<file path="config.mk">
export PLATFORM = sky130hd
export DESIGN_NAME = sdes_status
export DESIGN_NICKNAME = d
export VERILOG_FILES = /design/src/design/sdes_pkg.sv /design/src/design/sdes_status.sv /design/src/design/sdes_reason_enc.sv
export VERILOG_INCLUDE_DIRS = /design/src /design/src/design
export SDC_FILE = /design/constraint.sdc
export NUM_CORES = 1
export LEC_CHECK = 0
export ABC_CLOCK_PERIOD_IN_PS = 1500
export BUFFER_PORTS_ARGS = -buffer_cell sky130_fd_sc_hd__buf_2
export CORE_ASPECT_RATIO = 0.8
export CORE_MARGIN = 3
export CORE_UTILIZATION = 40
export CTS_CLUSTER_DIAMETER = 40
export DETAILED_ROUTE_END_ITERATION = 12
export PLACE_DENSITY = 0.79
export REMOVE_ABC_BUFFERS = 1
export SYNTH_ARGS = -nofsm -noshare
export SYNTH_HDL_FRONTEND = slang
export SYNTH_SLANG_ARGS = --single-unit
</file>
<file path="constraint.sdc">
create_clock -name clk -period 1.5 [get_ports clk]
set_input_delay 0.15 -clock clk [delete_from_list [all_inputs] [get_ports clk]]
set_output_delay 0.15 -clock clk [all_outputs]
set_load 0.01 [all_outputs]
</file>
<file path="src/design/sdes_params.svh">
// Register numbers, field widths, reason codes and reset values of the discard status block.
`ifndef SDES_PARAMS_SVH
`define SDES_PARAMS_SVH

`define SDES_ADDR_W         16
`define SDES_DATA_W         32
`define SDES_REG_MASK       16'h1880
`define SDES_REG_STATUS     16'h1881
`define SDES_STAT_W         15
`define SDES_RSVD_W         17
`define SDES_MASK_RST       1'h1
`define SDES_PORT_RSVD      2'h3

`define SDES_RSN_UNTAGGED   4'h0
`define SDES_RSN_UNK_SRCMEM 4'h1
`define SDES_RSN_KN_SRCFWD  4'h2
`define SDES_RSN_KN_DSTFWD  4'h3
`define SDES_RSN_KN_DSTMEM  4'h4
`define SDES_RSN_KN_SRCMEM  4'h5
`define SDES_RSN_UNK_UCAST  4'h6
`define SDES_RSN_UNK_MCAST  4'h7
`define SDES_RSN_BC_THROT   4'h8
`define SDES_RSN_UNK_SRCFWD 4'h9
`define SDES_RSN_SAME_PORT  4'ha
`define SDES_RSN_FILTER     4'hb
`define SDES_RSN_RSVD_C     4'hc
`define SDES_RSN_RSVD_D     4'hd
`define SDES_RSN_VID_FFF    4'he
`define SDES_RSN_RSVD_F     4'hf

`endif

</file>
<file path="src/design/sdes_pkg.sv">
// Types shared by the discard status block and its reason encoder.
package sdes_pkg;

  // Forwarding-engine verdict inputs for one frame, all from the core clock domain.
  typedef struct packed {
    logic accept_tagged_only;
    logic untagged_or_prio;
    logic vid_all_ones;
    logic da_found;
    logic da_broadcast;
    logic da_multicast;
    logic ingress_member_chk;
    logic admit_non_member;
    logic src_member;
    logic dst_member;
    logic src_forwarding;
    logic dst_forwarding;
    logic drop_unknown_en;
    logic filter_mcast_en;
    logic bcast_over_limit;
    logic same_port;
    logic entry_filter;
  } sdes_cond_t;

  typedef struct packed {
    logic       valid;
    logic [1:0] src_port;
    sdes_cond_t cond;
  } sdes_evt_t;

  // Status layout, bit 14 down to bit 0.
  typedef struct packed {
    logic [3:0] b_reason;
    logic [1:0] b_port;
    logic       b_valid;
    logic [3:0] a_reason;
    logic [1:0] a_port;
    logic       a_valid;
    logic       pending;
  } sdes_status_t;

endpackage

</file>
<file path="src/design/sdes_status.sv">
// Double-buffered, read-to-clear discard event status with its interrupt mask.
`include "sdes_params.svh"

module sdes_status
(
  input  wire logic                      clk,
  input  wire logic                      srst,
  input  wire sdes_pkg::sdes_evt_t       evt,
  input  wire logic                      csr_sel,
  input  wire logic                      csr_wr,
  input  wire logic [`SDES_ADDR_W-1:0]   csr_addr,
  input  wire logic [`SDES_DATA_W-1:0]   csr_wdata,
  output logic      [`SDES_DATA_W-1:0]   csr_rdata,
  output logic                           csr_rvalid,
  output logic                           pending,
  output logic                           irq
);
  import sdes_pkg::*;

  sdes_status_t            stat_r;
  sdes_status_t            stat_nxt;
  sdes_status_t            stat_base;
  logic                    mask_r;
  logic                    mask_nxt;
  logic [`SDES_DATA_W-1:0] rdata_r;
  logic [`SDES_DATA_W-1:0] rdata_nxt;
  logic                    rvalid_r;
  logic                    enc_drop;
  logic [3:0]              enc_reason;
  logic                    drop_hit;
  logic                    port_ok;
  logic                    fill_a;
  logic                    fill_b;
  logic                    rd_stat;
  logic                    rd_mask;
  logic                    wr_mask;
  logic [`SDES_DATA_W-1:0] stat_word;
  logic [`SDES_DATA_W-1:0] mask_word;

  // One shared encoder serves both sets, so their reason encodings are identical.
  sdes_reason_enc u_enc
  (
    .cond   (evt.cond),
    .drop   (enc_drop),
    .reason (enc_reason)
  );

  // A frame tagged with the reserved port code is not captured at all.
  assign port_ok  = (evt.src_port != `SDES_PORT_RSVD);
  assign drop_hit = evt.valid & enc_drop & port_ok;

  // One register number compare, shared by the read and write decodes.
  function automatic logic reg_hit(input logic [`SDES_ADDR_W-1:0] addr,
                                   input logic [`SDES_ADDR_W-1:0] num);
    return (addr == num);
  endfunction

  assign rd_stat = csr_sel & ~csr_wr & reg_hit(csr_addr, `SDES_REG_STATUS);
  assign rd_mask = csr_sel & ~csr_wr & reg_hit(csr_addr, `SDES_REG_MASK);
  assign wr_mask = csr_sel &  csr_wr & reg_hit(csr_addr, `SDES_REG_MASK);

  // Read data is the contents before the clear takes effect.
  assign stat_word = {{`SDES_RSVD_W{1'b0}}, stat_r};
  assign mask_word = {{(`SDES_DATA_W-1){1'b0}}, mask_r};
  assign rdata_nxt = rd_stat ? stat_word : (rd_mask ? mask_word : '0);

  // A status read clears first; a capture in the same cycle then lands in the fresh state.
  assign stat_base = rd_stat ? '0 : stat_r;
  assign fill_a    = drop_hit & ~stat_base.a_valid;
  assign fill_b    = drop_hit &  stat_base.a_valid & ~stat_base.b_valid;

  always_comb
  begin
    stat_nxt = stat_base;
    if (drop_hit)
      stat_nxt.pending = 1'b1;
    if (fill_a)
    begin
      stat_nxt.a_valid  = 1'b1;
      stat_nxt.a_reason = enc_reason;
      stat_nxt.a_port   = evt.src_port;
    end
    if (fill_b)
    begin
      stat_nxt.b_valid  = 1'b1;
      stat_nxt.b_reason = enc_reason;
      stat_nxt.b_port   = evt.src_port;
    end
  end

  // Writes to the status register are ignored; only the mask is writable.
  assign mask_nxt = wr_mask ? csr_wdata[0] : mask_r;

  always_ff @(posedge clk)
  begin
    if (srst)
    begin
      stat_r   <= '0;
      mask_r   <= `SDES_MASK_RST;
      rdata_r  <= '0;
      rvalid_r <= 1'b0;
    end
    else
    begin
      stat_r   <= stat_nxt;
      mask_r   <= mask_nxt;
      rdata_r  <= rdata_nxt;
      rvalid_r <= csr_sel & ~csr_wr;
    end
  end

  assign csr_rdata  = rdata_r;
  assign csr_rvalid = rvalid_r;
  assign pending    = stat_r.pending;
  // Masking only gates the output; the captured status is left untouched.
  assign irq        = stat_r.pending & ~mask_r;

  // Helper terms for the reason checks; vc_open, unk_open and kn_open clear the causes that outrank a later code.
  sdes_cond_t              vc;
  logic                    src_nonmem;
  logic                    vc_open;
  logic                    unk_open;
  logic                    kn_open;

  assign vc         = evt.cond;
  assign src_nonmem = vc.ingress_member_chk & ~vc.admit_non_member & ~vc.src_member;
  assign vc_open    = evt.valid & ~vc.vid_all_ones
                      & ~(vc.accept_tagged_only & vc.untagged_or_prio);
  assign unk_open   = vc_open & ~vc.da_found & vc.src_forwarding & ~src_nonmem;
  assign kn_open    = vc_open & vc.da_found & vc.src_forwarding & vc.dst_forwarding
                      & ~src_nonmem & ~(vc.ingress_member_chk & ~vc.dst_member);
endmodule // sdes_status

</file>
<file path="src/design/sdes_reason_enc.sv">
// Classifies one frame's verdict flags into a discard flag and a four-bit reason code.
`include "sdes_params.svh"

module sdes_reason_enc
(
  input  wire sdes_pkg::sdes_cond_t cond,
  output logic                      drop,
  output logic [3:0]                reason
);
  import sdes_pkg::*;

  logic mem_chk_src;

  // Source membership failure needs checking on and non-member acceptance off.
  assign mem_chk_src = cond.ingress_member_chk & ~cond.admit_non_member & ~cond.src_member;

  // The first matching cause wins; no branch can yield a reserved code.
  always_comb
  begin
    drop   = 1'b1;
    reason = `SDES_RSN_UNTAGGED;
    if (cond.vid_all_ones)
      reason = `SDES_RSN_VID_FFF;
    else if (cond.accept_tagged_only & cond.untagged_or_prio)
      reason = `SDES_RSN_UNTAGGED;
    else if (cond.da_found)
    begin
      if (!cond.src_forwarding)
        reason = `SDES_RSN_KN_SRCFWD;
      else if (!cond.dst_forwarding)
        reason = `SDES_RSN_KN_DSTFWD;
      else if (mem_chk_src)
        reason = `SDES_RSN_KN_SRCMEM;
      else if (cond.ingress_member_chk & ~cond.dst_member)
        reason = `SDES_RSN_KN_DSTMEM;
      else if (cond.same_port)
        reason = `SDES_RSN_SAME_PORT;
      else if (cond.entry_filter)
        reason = `SDES_RSN_FILTER;
      else
        drop = 1'b0;
    end
    else if (!cond.src_forwarding)
      reason = `SDES_RSN_UNK_SRCFWD;
    else if (mem_chk_src)
      reason = `SDES_RSN_UNK_SRCMEM;
    else if (cond.da_broadcast & cond.bcast_over_limit)
      reason = `SDES_RSN_BC_THROT;
    else if (cond.drop_unknown_en & ~cond.da_broadcast & ~cond.da_multicast)
      reason = `SDES_RSN_UNK_UCAST;
    else if (cond.filter_mcast_en & cond.da_multicast & ~cond.da_broadcast)
      reason = `SDES_RSN_UNK_MCAST;
    else
      drop = 1'b0;
  end

endmodule // sdes_reason_enc

</file>
==> metrics.md <==
| Metric | Value |
|---|---|
| Status | finished clean |
| Sequential Power Share | between 40% and 50% |
| Hold Buf Count CTS | 0 |
| Post-route DRC | 0 |
| Hold Crit Start | csr_wr |
| Die Width | approximately 75 µm |
| Via-per-instance ratio | approximately 4.7 |
| Hold Crit Class | in -> reg |
| Async SR Flop Fraction | 0% |
| Initial antenna violation count | 0 |
| Power share of the clock group | roughly 40% |
| Internal power contribution | between 1 and 1.5 mW |
| Die span in y | around 61 µm |
| WS Path Type | in -> reg |
| CP max-delay cell | or2_1 |
| GR Util met2 | roughly a quarter |
| Final worst-path cycle share | between 80 and 90% |
| Setup TNS | 0 ns |
| Worst vdd rail ir drop | 0.494 mV |
| Drt first pass iters | 4 |
| Switch share | 23.0% |
| Met1 Track Usage GR | a little under a fifth |
| H-tree depth | 2 |
| Clk sink count | 32 |
| Crit Path Max Fanout | 5 |
| Largest net degree at the start of global routing | 14 |
| R2R Path Start | stat_r[1]$_SDFF_PP0_ |
| Layout area overhead | 32.2% |
| Clk buf depth | 2 |
| Full die area | ~4500 µm² |
| CP required | approximately 1.7 ns |
| Hold depth | 2 |
| Fmax | around 0.77 GHz |
| R2r worst-path depth | 4 |
| CTS root buf | clkbuf_8 |
| Final core occ | a little under three fifths |
| DR iter-0 viols | 27 |
| CORE AREA | 3520 µm² |
| Slew Viols, Final | 0 |
| YS warnings | 0 |
| Avg WL per Cell | 11.3 µm |
| Mapped Cells | roughly 150 |
| Clock latency on the worst-skew pair | between 0.2 and 0.3 ns |
| R2R Setup Slk | between 0.2 and 0.3 ns |
| Period minus WS final | ~1.3 ns |
| First-pass GRT wire length | between 5000 and 6000 µm |
| Reg-to-Reg End | stat_r[10]$_SDFFE_PP0P_ |
| Syn avg cell area | about 9.8 µm² |
| Diodes inserted | 0 |
| Critical Path AT | about 1.5 ns |
| Finished Layout Cells | 275 |
| Cell breakdown of the critical path | buf_2 -> nor4b_2 -> nand4_1 -> or2_1 -> nor2b_4 -> a32o_1 |
| Vias in the first global route | around 1,200 |
| CTS resizes | 0 |
| DP HPWL | ~2600 µm |
| Clock Skew | between 0.003 and 0.004 ns |
| NetSw | 0.443 mW |
| P_leak | 0.940 nW |
| Fin. Hold Viols | 0 |
| Dpl cells | 267 |
| Grt total ovfl | 0 |
| Power Dens Cells | ~970 nW/µm² |
| Seq/Total Area, Yosys | 42.6% |
| Crit path buf inv count | 1 |
| RSZ-0062 raised after global routing | no |
| Number of max-cap violations | 0 |
| Distinct cells, synth | 42 |
| Comb power frac | between 10 and 15% |
| Hold-critical path endpoint | csr_rvalid$_SDFF_PP0_ |
| DRT Wirelength | approximately 3100 µm |
| Via count | approximately 1,300 |
| Setup crit end kind | flop |
| Rows | 19 |
| Post-route ant nets | 0 |
| Startpoint types | input pin |
| I/O Buffers | between 50 and 60 |
| Max incr delay on CP | between 0.3 and 0.4 ns |
| GR Layer Usage met3 | approximately 4.6% |
| Clock Pin Slew Worst Setup and Hold Paths | around 0.060 ns |
| Post-synth EDFFs | 0 |
| Tot GR Track Use | between 10% and 20% |
| Main flop type after synthesis | dfxtp_1 |
| Starting Density | a little over two fifths |
| Synthesized area | about 1500 µm² |
| Setup-failing EPs final | 0 |
| Num CTS Buffers | 5 |
| #FFs+latches synth | 32 |
| Nets@finish | just over 300 |
| GPL Wtd Cong | roughly 0.84 |
| Busiest grt layer | met2 |
| Share of layout cells above drive strength 1 | between 40% and 50% |
| Setup Fix Bufs, Post-CTS | 0 |
| Worst path top cell family by delay | simple AND/OR/NAND/NOR gates |
| CTS tree | done |
| Ports | between 100 and 150 |
-- cells in the mapped netlist (4+ instances only) --
cell,count,share of area [%]
buf_4,18,9.0
a22o_1,6,3.5
nand2_1,9,2.2
and2_1,14,5.8
o21ai_0,4,1.3
nor3_1,5,1.7
nor2b_1,4,1.7
nor2_1,7,1.7
a21oi_1,5,1.7
dfxtp_1,32,43
-- sequential cells by signal, indices dropped and copies added (netlist names) --
| register | count |
|---|---|
| csr_rvalid | 1 |
| csr_rdata | 15 |
| mask_r | 1 |
| stat_r | 14 |
| pending | 1 |
-- area by class of cell --
cell class,instances,area [µm²]
Clock inverter,3,42.5
Tap cell,42,52.6
Fill cell,323,1530
Clock buffer,5,68.8
Timing Repair Buffer,75,418
Inverter,1,3.75
Sequential cell,32,641
Multi-Input combinational cell,117,762
-- logic make-up after synthesis --
family	Yosys count	share of synthesized area, %
DFF	32	42.6
muxes	3	2.00
and+or+nand+nor	64	27.0
buffers and inverters	21	10.7
AOI/OAI and AO/OA	33	17.4
other	1	0.249
-- layout by cell type (no fill, tap or decap), types with 3 or more instances in the layout --
master	n
nor2b_1	4
dfxtp_1	32
nor3_1	5
a22o_1	6
a211oi_1	3
clkbuf_8	5
buf_2	58
o2bb2ai_1	3
nand2b_1	3
nand2_1	9
conb_1	17
o21ai_0	4
mux2i_1	3
and2_1	14
nand3_1	3
nor2_1	7
buf_4	17
a21oi_1	5
-- routing by layer --
metal | part of all wire [%] | wire length [µm]
met1 | 46 | 1420
met2 | 44 | 1360
met3 | 9.3 | 291
met4 | 1.5 | 46
met5 | 0 | 0
-- how the worst max path moves through the flow --
stage / cells after the start / start / slack, ns / to
after floorplan: 5 / csr_addr[1] / 0.11 / stat_r[2]$_SDFFE_PP0P_
after global placement: 6 / csr_addr[4] / -0.09 / stat_r[7]$_SDFFE_PP0P_
after global routing: 6 / csr_addr[4] / 0.05 / stat_r[7]$_SDFFE_PP0P_
after CTS: 6 / csr_addr[4] / 0.20 / stat_r[2]$_SDFFE_PP0P_
final: 6 / csr_addr[4] / 0.19 / stat_r[2]$_SDFFE_PP0P_
after detailed placement: 6 / csr_addr[4] / -0.09 / stat_r[3]$_SDFFE_PP0P_
-- through the flow --
step	hold slack [ns]	area (µm²)	power [mW]	setup WS, ns
final	0.0667	1990	1.93	0.194
after CTS	0.0562	1990	1.95	0.198
after detailed placement	0.358	1880	1.15	-0.0851
after floorplan	0.219	1410	1.02	0.106
after global routing	0.0587	1990	2.02	0.0478
after global placement	0.355	1880	1.15	-0.0898
-- power groups by stage --
stage | logic, mW | clock network, mW | registers (mW)
final | 0.247 | 0.794 | 0.886
after global routing | 0.276 | 0.859 | 0.887
after CTS | 0.247 | 0.818 | 0.885
after detailed placement | 0.245 | 0 | 0.904
after global placement | 0.242 | 0 | 0.904
after floorplan | 0.121 | 0 | 0.902
Note: power is estimated with default switching activity, not from simulation.
